<file path="src/include/adc_comp_pkg.sv">
// Purpose: Shared constants and types for A/D compensation and gate fault
// Assumes: 32-bit AXI4-Lite register access, 250 MHz clock
// Notes:   Offsets are byte addresses of aligned words
package adc_comp_pkg;
    localparam logic [7:0]  OFS_CONTROL     = 8'h00;
    localparam logic [7:0]  OFS_IDEAL_HIGH  = 8'h04;
    localparam logic [7:0]  OFS_IDEAL_LOW   = 8'h08;
    localparam logic [7:0]  OFS_GAIN        = 8'h0C;
    localparam logic [7:0]  OFS_OFFSET      = 8'h10;
    localparam logic [7:0]  OFS_FILTER      = 8'h14;
    localparam logic [7:0]  OFS_MIN_PULSE   = 8'h18;
    localparam logic [7:0]  OFS_SH_DELAY    = 8'h1C;
    localparam logic [7:0]  OFS_STATUS      = 8'h20;
    localparam logic [7:0]  OFS_ENABLE      = 8'h24;
    localparam logic [7:0]  OFS_CLEAR       = 8'h28;
    localparam logic [7:0]  OFS_RESULT      = 8'h2C;
    localparam logic [7:0]  OFS_STATE       = 8'h30;
    localparam int          BIT_START       = 0;
    localparam int          BIT_COMP_OFF    = 9;
    localparam int          BIT_GATE_EN     = 1;
    localparam int          BIT_FAULT_CLR   = 2;
    localparam int          ST_CAL_DONE     = 0;
    localparam int          ST_COMP_FAULT   = 1;
    localparam int          ST_SHUTDOWN     = 2;
    localparam int          ST_SAMPLE       = 3;
    localparam int          CAL_CYCLES      = 4096;
    localparam int          CAL_SHIFT       = 12;
    localparam logic [11:0] FULL_SCALE      = 12'hFFF;
    localparam real         FULL_SCALE_V    = 1.2;
    localparam int          GAIN_ONE        = 1024;
    localparam logic [15:0] GAIN_MIN        = 16'h0300;
    localparam logic [15:0] GAIN_MAX        = 16'h0500;
    localparam logic signed [15:0] OFS_LIMIT = 16'sh0100;
    localparam logic [15:0] FILTER_RESET    = 16'h0010;
    localparam logic [15:0] MIN_PULSE_RESET = 16'h0040;
    localparam logic [15:0] SH_DELAY_RESET  = 16'h0020;
    localparam logic [11:0] REF_HIGH_RESET  = 12'hEAA;
    localparam logic [11:0] REF_LOW_RESET   = 12'h155;
    localparam logic [1:0]  RESP_OKAY       = 2'b00;
    localparam logic [1:0]  RESP_SLVERR     = 2'b10;

    typedef enum logic [1:0] {
        CAL_IDLE    = 2'b00,
        CAL_ACCUM   = 2'b01,
        CAL_COMPUTE = 2'b10,
        CAL_DONE    = 2'b11
    } cal_state_t;

    typedef struct packed {
        logic        valid;
        logic [1:0]  channel;
        logic [11:0] value;
    } sample_t;

    typedef struct packed {
        logic [5:0] out;
        logic [5:0] oe;
    } gate_t;
endpackage

</file>
<file path="src/rtl/adc_feedback_compensation_gate_fault.sv">
// Purpose: A/D two-point correction and gate shutdown for a motor engine
// Assumes: Converter delivers 12-bit samples with channel tags, one clock
// Notes:   Channel 1 high reference, channel 2 low reference
`timescale 1ns/1ps
module adc_feedback_compensation_gate_fault (
    input  wire logic                  CLOCK,
    input  wire logic                  RST,
    input  wire logic                  CLOCK_EN,
    input  wire logic [31:0]           S_AXI_AWADDR,
    input  wire logic                  S_AXI_AWVALID,
    output logic                       S_AXI_AWREADY,
    input  wire logic [31:0]           S_AXI_WDATA,
    input  wire logic [3:0]            S_AXI_WSTRB,
    input  wire logic                  S_AXI_WVALID,
    output logic                       S_AXI_WREADY,
    output logic [1:0]                 S_AXI_BRESP,
    output logic                       S_AXI_BVALID,
    input  wire logic                  S_AXI_BREADY,
    input  wire logic [31:0]           S_AXI_ARADDR,
    input  wire logic                  S_AXI_ARVALID,
    output logic                       S_AXI_ARREADY,
    output logic [31:0]                S_AXI_RDATA,
    output logic [1:0]                 S_AXI_RRESP,
    output logic                       S_AXI_RVALID,
    input  wire logic                  S_AXI_RREADY,
    input  wire adc_comp_pkg::sample_t RAW_SAMPLE,
    input  wire logic                  PWM_CYCLE,
    input  wire logic [5:0]            PWM_IN,
    input  wire logic                  FAULT_SHUTDOWN_INPUT,
    output adc_comp_pkg::sample_t      CORRECTED_SAMPLE,
    output adc_comp_pkg::gate_t        GATE,
    output logic                       SAMPLE_STROBE,
    output logic                       IRQ
);
    import adc_comp_pkg::*;

    logic [31:0] motor_control_bits;
    logic [11:0] ideal_high_reference;
    logic [11:0] ideal_low_reference;
    logic [15:0] fault_filter_count;
    logic [15:0] minimum_pulse_width;
    logic [15:0] sample_hold_delay;
    logic [15:0] correction_gain;
    logic signed [15:0] correction_offset;
    logic [3:0]  status;
    logic [3:0]  irq_enable;
    cal_state_t  cal_state;
    logic [12:0] cal_count;
    logic [23:0] sum_high;
    logic [23:0] sum_low;
    logic        started;
    logic        shutdown;
    logic [15:0] filt_count;
    logic [15:0] pwm_timer;
    logic        pulse_ok;

    // AXI write path: address and data are captured independently
    logic        aw_held;
    logic        w_held;
    logic [7:0]  aw_addr;
    logic [31:0] w_data;
    logic [3:0]  w_strb;
    logic        ar_pending;
    wire         do_write = aw_held && w_held && !S_AXI_BVALID;
    wire         do_read  = S_AXI_ARVALID && S_AXI_ARREADY;
    assign S_AXI_AWREADY = !aw_held && !S_AXI_BVALID;
    assign S_AXI_WREADY  = !w_held && !S_AXI_BVALID;
    assign S_AXI_ARREADY = !S_AXI_RVALID;

    wire wr_known = (aw_addr <= OFS_RESULT) && (aw_addr[1:0] == 2'b00)
                  && (aw_addr != OFS_GAIN) && (aw_addr != OFS_OFFSET)
                  && (aw_addr != OFS_STATUS) && (aw_addr != OFS_RESULT);
    wire wr_ctrl   = do_write && aw_addr == OFS_CONTROL;
    wire wr_clear  = do_write && aw_addr == OFS_CLEAR;
    wire [3:0] clear_bits = wr_clear ? w_data[3:0] : 4'h0;

    function automatic logic [31:0] merge(input logic [31:0] old,
                                          input logic [31:0] nw,
                                          input logic [3:0]  strb);
        logic [31:0] r;
        r = old;
        for (int i = 0; i < 4; i++) begin
            if (strb[i]) begin
                r[8*i +: 8] = nw[8*i +: 8];
            end
        end
        return r;
    endfunction

    wire [31:0] ctrl_new = merge(motor_control_bits, w_data, w_strb);
    wire start_req = wr_ctrl && ctrl_new[BIT_START];
    wire comp_on   = !motor_control_bits[BIT_COMP_OFF];
    wire gate_en   = motor_control_bits[BIT_GATE_EN];
    wire fault_clr = wr_ctrl && ctrl_new[BIT_FAULT_CLR];

    // Calibration: average each reference over the calibration window
    wire in_accum  = cal_state == CAL_ACCUM;
    wire take_high = in_accum && RAW_SAMPLE.valid
                   && RAW_SAMPLE.channel == 2'd1;
    wire take_low  = in_accum && RAW_SAMPLE.valid
                   && RAW_SAMPLE.channel == 2'd2;
    wire [11:0] avg_high = sum_high[CAL_SHIFT +: 12];
    wire [11:0] avg_low  = sum_low[CAL_SHIFT +: 12];
    wire [12:0] meas_diff = {1'b0, avg_high} - {1'b0, avg_low};
    wire [12:0] ideal_diff = {1'b0, ideal_high_reference}
                           - {1'b0, ideal_low_reference};
    wire [12:0] div_den = (meas_diff == 13'd0 || meas_diff[12])
                        ? 13'd1 : meas_diff;
    wire [23:0] gain_num = {1'b0, ideal_diff[11:0], 10'h000};
    wire [23:0] gain_div = gain_num / {11'h000, div_den};
    wire [15:0] new_gain = gain_div[15:0];
    wire [31:0] gain_x_low = {16'h0000, new_gain} * {20'h00000, avg_low};
    wire signed [31:0] new_ofs_w = $signed({20'h00000,
                                            ideal_low_reference})
                                 - $signed({10'h000, gain_x_low[31:10]});
    wire signed [15:0] new_ofs = new_ofs_w[15:0];
    wire bad_fit = meas_diff == 13'd0 || meas_diff[12] || ideal_diff[12]
                 || new_gain < GAIN_MIN || new_gain > GAIN_MAX
                 || new_ofs_w > 32'sd256
                 || new_ofs_w < -32'sd256;

    always_ff @(posedge CLOCK or posedge RST) begin
        if (RST) begin
            cal_state <= CAL_IDLE;
            cal_count <= 13'd0;
            sum_high  <= 24'd0;
            sum_low   <= 24'd0;
            started   <= 1'b0;
        end else if (CLOCK_EN) begin
            unique case (cal_state)
                CAL_IDLE: begin
                    // Window opens on a PWM boundary: whole periods only
                    if (start_req && !started) begin
                        started   <= 1'b1;
                    end
                    if (started && PWM_CYCLE) begin
                        cal_state <= CAL_ACCUM;
                    end
                end
                CAL_ACCUM: begin
                    if (take_high) begin
                        sum_high <= sum_high + {12'h000, RAW_SAMPLE.value};
                    end
                    if (take_low) begin
                        sum_low <= sum_low + {12'h000, RAW_SAMPLE.value};
                    end
                    if (PWM_CYCLE) begin
                        cal_count <= cal_count + 13'd1;
                        if (cal_count == 13'(CAL_CYCLES - 1)) begin
                            cal_state <= CAL_COMPUTE;
                        end
                    end
                end
                CAL_COMPUTE: cal_state <= CAL_DONE;
                CAL_DONE:    cal_state <= CAL_DONE;
            endcase
        end
    end

    always_ff @(posedge CLOCK or posedge RST) begin
        if (RST) begin
            correction_gain   <= 16'(GAIN_ONE);
            correction_offset <= 16'sh0000;
        end else if (CLOCK_EN && cal_state == CAL_COMPUTE) begin
            correction_gain   <= new_gain;
            correction_offset <= new_ofs;
        end
    end

    // Correction Y = K*X + B with K scaled by 1024
    wire cal_done = cal_state == CAL_DONE;
    wire [27:0] kx = {12'h000, correction_gain} * {16'h0000, RAW_SAMPLE.value};
    wire signed [19:0] y_full = $signed({2'b00, kx[27:10]})
                              + 20'(correction_offset);
    wire [11:0] y_sat = y_full < 0 ? 12'h000
                      : (y_full > $signed({8'h00, FULL_SCALE}))
                      ? FULL_SCALE : y_full[11:0];
    wire use_comp = comp_on && cal_done;
    wire [11:0] next_value = use_comp ? y_sat : RAW_SAMPLE.value;
    wire result_ok = !comp_on || cal_done;

    always_ff @(posedge CLOCK or posedge RST) begin
        if (RST) begin
            CORRECTED_SAMPLE <= '0;
        end else if (CLOCK_EN) begin
            CORRECTED_SAMPLE.valid   <= RAW_SAMPLE.valid && result_ok;
            CORRECTED_SAMPLE.channel <= RAW_SAMPLE.channel;
            CORRECTED_SAMPLE.value   <= next_value;
        end
    end

    // Fault filter: input must persist for the programmed count
    wire filt_hit = FAULT_SHUTDOWN_INPUT
                 && filt_count >= fault_filter_count;
    always_ff @(posedge CLOCK or posedge RST) begin
        if (RST) begin
            filt_count <= 16'h0000;
            shutdown   <= 1'b0;
        end else if (CLOCK_EN) begin
            filt_count <= !FAULT_SHUTDOWN_INPUT ? 16'h0000
                        : (filt_count == 16'hFFFF ? filt_count
                        : filt_count + 16'h0001);
            if (filt_hit) begin
                shutdown <= 1'b1;
            end else if (fault_clr) begin
                shutdown <= 1'b0;
            end
        end
    end

    // Gating: released pins are undriven; shutdown forces them off
    wire drive = gate_en && !shutdown && !filt_hit;
    assign GATE.oe  = {6{drive}};
    assign GATE.out = drive ? PWM_IN : 6'h00;

    // Sample strobe after pulse width plus sample-hold delay
    always_ff @(posedge CLOCK or posedge RST) begin
        if (RST) begin
            pwm_timer     <= 16'h0000;
            pulse_ok      <= 1'b0;
            SAMPLE_STROBE <= 1'b0;
        end else if (CLOCK_EN) begin
            pwm_timer     <= PWM_CYCLE ? 16'h0000
                           : (pwm_timer == 16'hFFFF ? pwm_timer
                           : pwm_timer + 16'h0001);
            pulse_ok      <= pwm_timer >= minimum_pulse_width;
            SAMPLE_STROBE <= drive
                && pwm_timer == minimum_pulse_width
                                + sample_hold_delay;
        end
    end

    // Sticky events, set wins over clear
    wire [3:0] events = {SAMPLE_STROBE, filt_hit,
                         cal_state == CAL_COMPUTE && bad_fit,
                         cal_state == CAL_COMPUTE};
    always_ff @(posedge CLOCK or posedge RST) begin
        if (RST) begin
            status <= 4'h0;
        end else if (CLOCK_EN) begin
            status <= (status & ~clear_bits) | events;
        end
    end
    assign IRQ = |(status & irq_enable);

    // Register writes
    always_ff @(posedge CLOCK or posedge RST) begin
        if (RST) begin
            motor_control_bits   <= 32'h0000_0000;
            ideal_high_reference <= REF_HIGH_RESET;
            ideal_low_reference  <= REF_LOW_RESET;
            fault_filter_count   <= FILTER_RESET;
            minimum_pulse_width  <= MIN_PULSE_RESET;
            sample_hold_delay    <= SH_DELAY_RESET;
            irq_enable           <= 4'h0;
        end else if (CLOCK_EN && do_write) begin
            unique case (aw_addr)
                OFS_CONTROL:    motor_control_bits <= ctrl_new
                                & ~(32'h1 << BIT_FAULT_CLR);
                OFS_IDEAL_HIGH: ideal_high_reference <= w_data[11:0];
                OFS_IDEAL_LOW:  ideal_low_reference  <= w_data[11:0];
                OFS_FILTER:     fault_filter_count   <= w_data[15:0];
                OFS_MIN_PULSE:  minimum_pulse_width  <= w_data[15:0];
                OFS_SH_DELAY:   sample_hold_delay    <= w_data[15:0];
                OFS_ENABLE:     irq_enable           <= w_data[3:0];
                default: ;
            endcase
        end
    end

    // Bus handshake state
    always_ff @(posedge CLOCK or posedge RST) begin
        if (RST) begin
            aw_held      <= 1'b0;
            w_held       <= 1'b0;
            aw_addr      <= 8'h00;
            w_data       <= 32'h0;
            w_strb       <= 4'h0;
            S_AXI_BVALID <= 1'b0;
            S_AXI_BRESP  <= RESP_OKAY;
        end else if (CLOCK_EN) begin
            if (S_AXI_AWVALID && S_AXI_AWREADY) begin
                aw_held <= 1'b1;
                aw_addr <= S_AXI_AWADDR[7:0];
            end
            if (S_AXI_WVALID && S_AXI_WREADY) begin
                w_held <= 1'b1;
                w_data <= S_AXI_WDATA;
                w_strb <= S_AXI_WSTRB;
            end
            if (do_write) begin
                aw_held      <= 1'b0;
                w_held       <= 1'b0;
                S_AXI_BVALID <= 1'b1;
                S_AXI_BRESP  <= (wr_known || aw_addr == OFS_CLEAR)
                              ? RESP_OKAY : RESP_SLVERR;
            end else if (S_AXI_BREADY) begin
                S_AXI_BVALID <= 1'b0;
            end
        end
    end

    wire [7:0] ra = S_AXI_ARADDR[7:0];
    wire [31:0] rd_value =
          ra == OFS_CONTROL    ? motor_control_bits
        : ra == OFS_IDEAL_HIGH ? {20'h0, ideal_high_reference}
        : ra == OFS_IDEAL_LOW  ? {20'h0, ideal_low_reference}
        : ra == OFS_GAIN       ? {16'h0, correction_gain}
        : ra == OFS_OFFSET     ? {{16{correction_offset[15]}},
                                  correction_offset}
        : ra == OFS_FILTER     ? {16'h0, fault_filter_count}
        : ra == OFS_MIN_PULSE  ? {16'h0, minimum_pulse_width}
        : ra == OFS_SH_DELAY   ? {16'h0, sample_hold_delay}
        : ra == OFS_STATUS     ? {28'h0, status}
        : ra == OFS_ENABLE     ? {28'h0, irq_enable}
        : ra == OFS_RESULT     ? {17'h0, CORRECTED_SAMPLE}
        : ra == OFS_STATE      ? {28'h0, pulse_ok, shutdown, cal_state}
        : 32'h0;
    wire rd_ok = ra <= OFS_STATE && ra[1:0] == 2'b00 && ra != OFS_CLEAR;

    always_ff @(posedge CLOCK or posedge RST) begin
        if (RST) begin
            S_AXI_RVALID <= 1'b0;
            S_AXI_RDATA  <= 32'h0;
            S_AXI_RRESP  <= RESP_OKAY;
            ar_pending   <= 1'b0;
        end else if (CLOCK_EN) begin
            if (do_read) begin
                S_AXI_RVALID <= 1'b1;
                S_AXI_RDATA  <= rd_ok ? rd_value : 32'h0;
                S_AXI_RRESP  <= rd_ok ? RESP_OKAY : RESP_SLVERR;
            end else if (S_AXI_RREADY) begin
                S_AXI_RVALID <= 1'b0;
            end
            ar_pending <= 1'b0;
        end
    end
endmodule

</file>
<file path="config.mk">
export PLATFORM = sky130hd
export DESIGN_NAME = adc_feedback_compensation_gate_fault
export DESIGN_NICKNAME = d
export VERILOG_FILES = /design/src/include/adc_comp_pkg.sv /design/src/rtl/adc_feedback_compensation_gate_fault.sv
export SDC_FILE = /design/constraint.sdc
export NUM_CORES = 2
export LEC_CHECK = 0
export BUFFER_PORTS_ARGS = -buffer_cell sky130_fd_sc_hd__buf_4
export CAP_MARGIN = 20
export CELL_PAD_IN_SITES_DETAIL_PLACEMENT = 2
export CELL_PAD_IN_SITES_GLOBAL_PLACEMENT = 2
export CORE_MARGIN = 1.5
export CORE_UTILIZATION = 36
export DETAILED_ROUTE_END_ITERATION = 12
export GPL_ROUTABILITY_DRIVEN = 1
export PLACE_DENSITY = 0.89
export SLEW_MARGIN = 20
export SYNTH_ARGS = -nofsm -noshare
export SYNTH_HDL_FRONTEND = slang
export SYNTH_SLANG_ARGS = --single-unit
</file>
<file path="constraint.sdc">
create_clock -name CLOCK -period 66.5 [get_ports CLOCK]
set_input_delay 0 -clock CLOCK [delete_from_list [all_inputs] [get_ports CLOCK]]
set_output_delay 0 -clock CLOCK [all_outputs]
set_load 0.03 [all_outputs]
</file>
==> summary.md, run 1 <==
| Metric | Value |
|---|---|
| Post-synth EDFFs | `0` |
| Flops & latches, synth | `339` |
| TritonCTS Buffers | `40` |
| I/O pin count | `201` |
| Initial Util | `36.3%` |
| Post-synth top area share | `18.0%` |
| Clock sink total | `339` |
| Yosys Warn Count | `0` |
| Post-Syn Area | `45000 sq um` |
| Rows | `129` |
| Die Ht | `357 um` |
| Ys flop type | `dfrtp_1` |
| Error | `[ERROR GRT-0232] Routing congestion too high. Check the congestion heatmap in the GUI.` |
| Worst EP post-GRT repair | `correction_offset[15]$_DFFE_PP0P_/D` |
| Sequential share of the synthesized area | `18.9%` |
| Grt total ovfl | `41` |
| # H-tree levels | `2` |
| Post-DP HPWL | `155000 um` |
| Total Routing Usage GR | `63.3%` |
| Post-synth cell types | `122` |
| Die width | `357 um` |
| Avg Inst Size Synth | `8.39 sq um` |
| Gpl congestion | `0.874` |
| Initial antenna violation count | `96` |
| Status | `stopped before the end` |
| Largest net degree at the start of global routing | `133` |
| Top cells by area, synth | `dfrtp_1 18%, ha_1 13%, fa_1 13%, nand2_1 5.2%, mux2_2 5.1%` |
| Post-synth ARST share | `100%` |
| Failed at | `global routing (5_1_grt)` |
| Clock root buffer | `clkbuf_16` |
| CTS Buffer Depth | `3` |
| WEP type | `register input` |
| Post-Synthesis Cells | `5362` |
| Synth area leader | `dfrtp_1` |
| Buffers on Ports | `150` |
| DP Cell Count | `7102` |
-- repair_timing --
| action | in CTS |
|---|---|
| hold buffers | 68 |
| gates cloned | 0 |
| pin swaps | 5 |
| setup buffers | 9 |
| resized for setup | 61 |
| setup endpoints to repair | 17 |
| endpoints found under the hold margin | 203 |
-- cell usage after synthesis (15+ instances only) --
library cell	count
a211o_1	17
a211oi_1	25
a21boi_0	17
a21o_1	119
a21oi_1	341
a221oi_1	15
a22o_1	15
a22oi_1	30
a31oi_1	50
and2_1	92
and3_1	37
buf_1	18
clkbuf_1	158
dfrtp_1	323
dfstp_2	16
fa_1	286
ha_1	478
inv_1	473
mux2_2	202
mux2i_1	20
nand2_1	626
nand2b_1	79
nand3_1	115
nand4_1	58
nor2_1	423
nor2b_1	51
nor3_1	103
nor4_1	18
o211ai_1	26
o21a_1	88
o21ai_0	256
o21bai_1	74
o31ai_1	31
or2_2	19
or3_1	39
xnor2_1	208
xor2_1	118
-- per-layer routing --
layer  global-route usage, %  GRT overflow
met4                    61.1            15
met2                    76.1             4
met1                    61.6             0
met5                    36.6             1
met3                    54.1            21
-- cells by family after synthesis --
| logic type | synth area share (%) |
|---|---|
| flip-flops | 18.9 |
| adder cells (fa/ha/maj) | 26.0 |
| multiplexers | 5.73 |
| buffers and inverters | 5.73 |
| XOR/XNOR | 6.43 |
| AND/OR/NAND/NOR | 18.1 |
| AO/OA/AOI/OAI | 19.1 |
| other | 0.0167 |
-- metrics by stage --
step | utilization, % | setup TNS, ns | hold WS, ns | setup slack (ns) | cell area, sq um
after floorplan | - | 0 | 0.117 | 4.50 | 45100
after global placement | 39.2 | 0 | 0.205 | 1.80 | 48500
after detailed placement | 39.2 | -32.87 | 0.218 | -3.20 | 48500
after CTS | 41.1 | 0 | 0.0101 | 0.0553 | 50900
==> run 2, diff against run 1 <==
--- a/config.mk
+++ b/config.mk
@@ -7,13 +7,11 @@
 export LEC_CHECK = 0
 export BUFFER_PORTS_ARGS = -buffer_cell sky130_fd_sc_hd__buf_4
 export CAP_MARGIN = 20
-export CELL_PAD_IN_SITES_DETAIL_PLACEMENT = 2
-export CELL_PAD_IN_SITES_GLOBAL_PLACEMENT = 2
 export CORE_MARGIN = 1.5
-export CORE_UTILIZATION = 36
+export CORE_UTILIZATION = 31
 export DETAILED_ROUTE_END_ITERATION = 12
 export GPL_ROUTABILITY_DRIVEN = 1
-export PLACE_DENSITY = 0.89
+export PLACE_DENSITY_LB_ADDON = 0.15
 export SLEW_MARGIN = 20
 export SYNTH_ARGS = -nofsm -noshare
 export SYNTH_HDL_FRONTEND = slang
==> constraint.sdc (replaced) <==
create_clock -name CLOCK -period 86.5 [get_ports CLOCK]
set_input_delay 0 -clock CLOCK [delete_from_list [all_inputs] [get_ports CLOCK]]
set_output_delay 0 -clock CLOCK [all_outputs]
set_load 0.03 [all_outputs]
==> summary.md, run 2 <==
| Metric | Value |
|---|---|
| Final Critical Period | `73.57 ns` |
| Clock-pin slew on the worst setup and hold paths | `0.06 ns` |
| Routed length on met1 | `67700 um` |
| Hold crit path type | `in2reg` |
| Worst Path Max Fanout | `37` |
| Leading cell types by count after synthesis | `626 x nand2_1, 478 x ha_1, 473 x inv_1` |
| Most common cell in the synthesized netlist | `nand2_1` |
| Avg WL per Cell | `19.1 um` |
| Fin. max-slew vios | `0` |
| Rows | `139` |
| Drt first pass iters | `7` |
| Vias in the first global route | `38800` |
| DRC Markers | `0` |
| Post-synth top area share | `18.0%` |
| Top cells by area, synth | `dfrtp_1 18%, ha_1 13%, fa_1 13%, nand2_1 5.2%, mux2_2 5.1%` |
| # H-tree levels | `2` |
| Max layer used | `met4` |
| Slowest cell on crit path | `dfrtp_1` |
| Unrepaired setup endpoints after global routing | `no` |
| Worst Skew | `0.0227 ns` |
| Fin nets | `6403` |
| Initial Util | `31.3%` |
| Met2 routed WL | `68000 um` |
| Initial antenna violation count | `1` |
| Total Routing Usage GR | `19.2%` |
| Ys flop type | `dfrtp_1` |
| Worst slew margin | `31.4%` |
| Status | `complete, no violations` |
| Buffers on Ports | `150` |
| Most common cell on crit path | `a21oi_1` |
| Clock sink total | `339` |
| Routed Antenna Nets | `0` |
| Post-Syn Area | `45000 sq um` |
| Largest net degree at the start of global routing | `166` |
| CTS tree | `built` |
| Core footprint | `144000 sq um` |
| Post-Synthesis Cells | `5362` |
| First-pass GRT wire length | `225000 um` |
| TritonCTS Buffers | `43` |
| I/O pin count | `201` |
| Commonest cells after routing, fill and taps aside | `626 x nand2_1, 478 x ha_1, 472 x inv_1, 423 x nor2_1, 341 x a21oi_1` |
| Post_cts resized | `0` |
| Post-Route Utilization | `35.1%` |
| N_diodes | `0` |
| Leading registers by flop count | `S_AXI_RDATA (32), w_data (32), motor_control_bits (31)` |
| Post-synth ARST share | `100%` |
| Hold_buf cts | `69` |
| Most common cell after layout, fill and taps aside | `nand2_1` |
| Area Overhead vs Synth | `12.3%` |
| Critical path class | `reg2reg` |
| Largest stage delay, worst path | `0.83 ns` |
| Gpl congestion | `0.847` |
| Clock root buffer | `clkbuf_16` |
| DP Cell Count | `7296` |
| Critical path arrival | `74.04 ns` |
| Synth area leader | `dfrtp_1` |
| DR vias | `38600` |
| Minimum hold slack | `0.0537 ns` |
| Crit path required time | `86.97 ns` |
| Met3 WL | `4360 um` |
| CP endpoint kind | `flip-flop` |
| Post-synth cell types | `122` |
| Startpoint Class | `flip-flop` |
| Max Cap Viol | `0` |
| Worst skew pair latency | `0.60 ns` |
| Setup Buffers After CTS | `0` |
| Die Ht | `384 um` |
| Yosys Warn Count | `0` |
| Hold Fails Final Rpt | `0` |
| Max Freq | `13.6 MHz` |
| Period utilization | `85.1%` |
| Die Area | `147000 sq um` |
| Slew @ Worst Pin | `1.01 ns` |
| CTS Buffer Depth | `3` |
| Post-synth EDFFs | `0` |
| Grt total ovfl | `0` |
| Die width | `384 um` |
| Fin Setup TNS | `0 ns` |
| Share of layout cells above drive strength 1 | `10.6%` |
| DR iter-0 viols | `2044` |
| Sequential share of the synthesized area | `18.9%` |
| Drt total wl | `142000 um` |
| # setup viols final | `0` |
| Non-Filler Instances | `7443` |
| Vias/cell | `5.19` |
| Flops & latches, synth | `339` |
| Avg Inst Size Synth | `8.39 sq um` |
| Post-DP HPWL | `111000 um` |
[run 2: cell counts after synthesis]
Identical to the previous run, type by type.
[run 2: critical path, delay by kind of cell (launching register included)]
family | cells | cell delay (ns)
AO/OA/AOI/OAI | 166 | 40.20
XOR/XNOR | 1 | 0.34
adder cells (fa/ha/maj) | 31 | 11.14
buffers and inverters | 24 | 4.94
flip-flops | 1 | 0.83
multiplexers | 2 | 0.81
AND/OR/NAND/NOR | 77 | 14.90
[run 2: layer usage]
| metal | vias to the layer above | GRT usage (%) |
|---|---|---|
| li1 | 19000 | - |
| met4 | 0 | 3.26 |
| met1 | 18900 | 26.4 |
| met2 | 590 | 33.2 |
| met3 | 105 | 1.23 |
| met5 | - | 0 |
[run 2: path summary, 6_finish.rpt]
path | startpoint | end | slack, ns | cells past startpoint
setup reg to reg | sum_low[16] | correction_offset[14] | 12.93 | 301
min in group asynchronous | RST | aw_addr[6] | 0.06 | 3
hold reg to reg | cal_count[8] | cal_count[8] | 0.45 | 1
hold / removal | S_AXI_AWVALID | aw_held | 0.05 | 3
setup / recovery | sum_low[16] | correction_offset[14] | 12.93 | 301
max in group asynchronous | RST | sum_high[10] | 84.33 | 5
[run 2: logic make-up (layout without fill, tap and decap cells)]
kind of cell	after synthesis	in the layout	synth area share [%]
flops	339	339	18.9
xor+xnor	328	328	6.43
buf+inv	672	836	5.73
fa+ha+maj	764	764	26.0
compound gates	1295	1295	19.1
simple gates	1733	1733	18.1
mux	229	229	5.73
other cells	2	16	0.0167
[run 2: through the flow]
step | worst slack, ns | instance area [sq um]
final | 12.93 | 50500
after global placement | 13.21 | 48300
after global routing | 6.07 | 50500
after floorplan | 24.50 | 45100
after CTS | 12.97 | 50500
after detailed placement | 13.24 | 48300
[run 2: final cells by class]
class                           count  area [sq um]
Fill cell                       15100         93300
Multi-Input combinational cell   4365         34000
Sequential cell                   339          8500
Tap cell                         1903          2380
Timing Repair Buffer              285          2330
Inverter                          474          1790
Clock buffer                       65          1240
Clock inverter                     12           230
Power of run 2 is left out: the tool's default activity adds up to more than one toggle a clock period on the data nets, which glitch-free logic cannot reach.
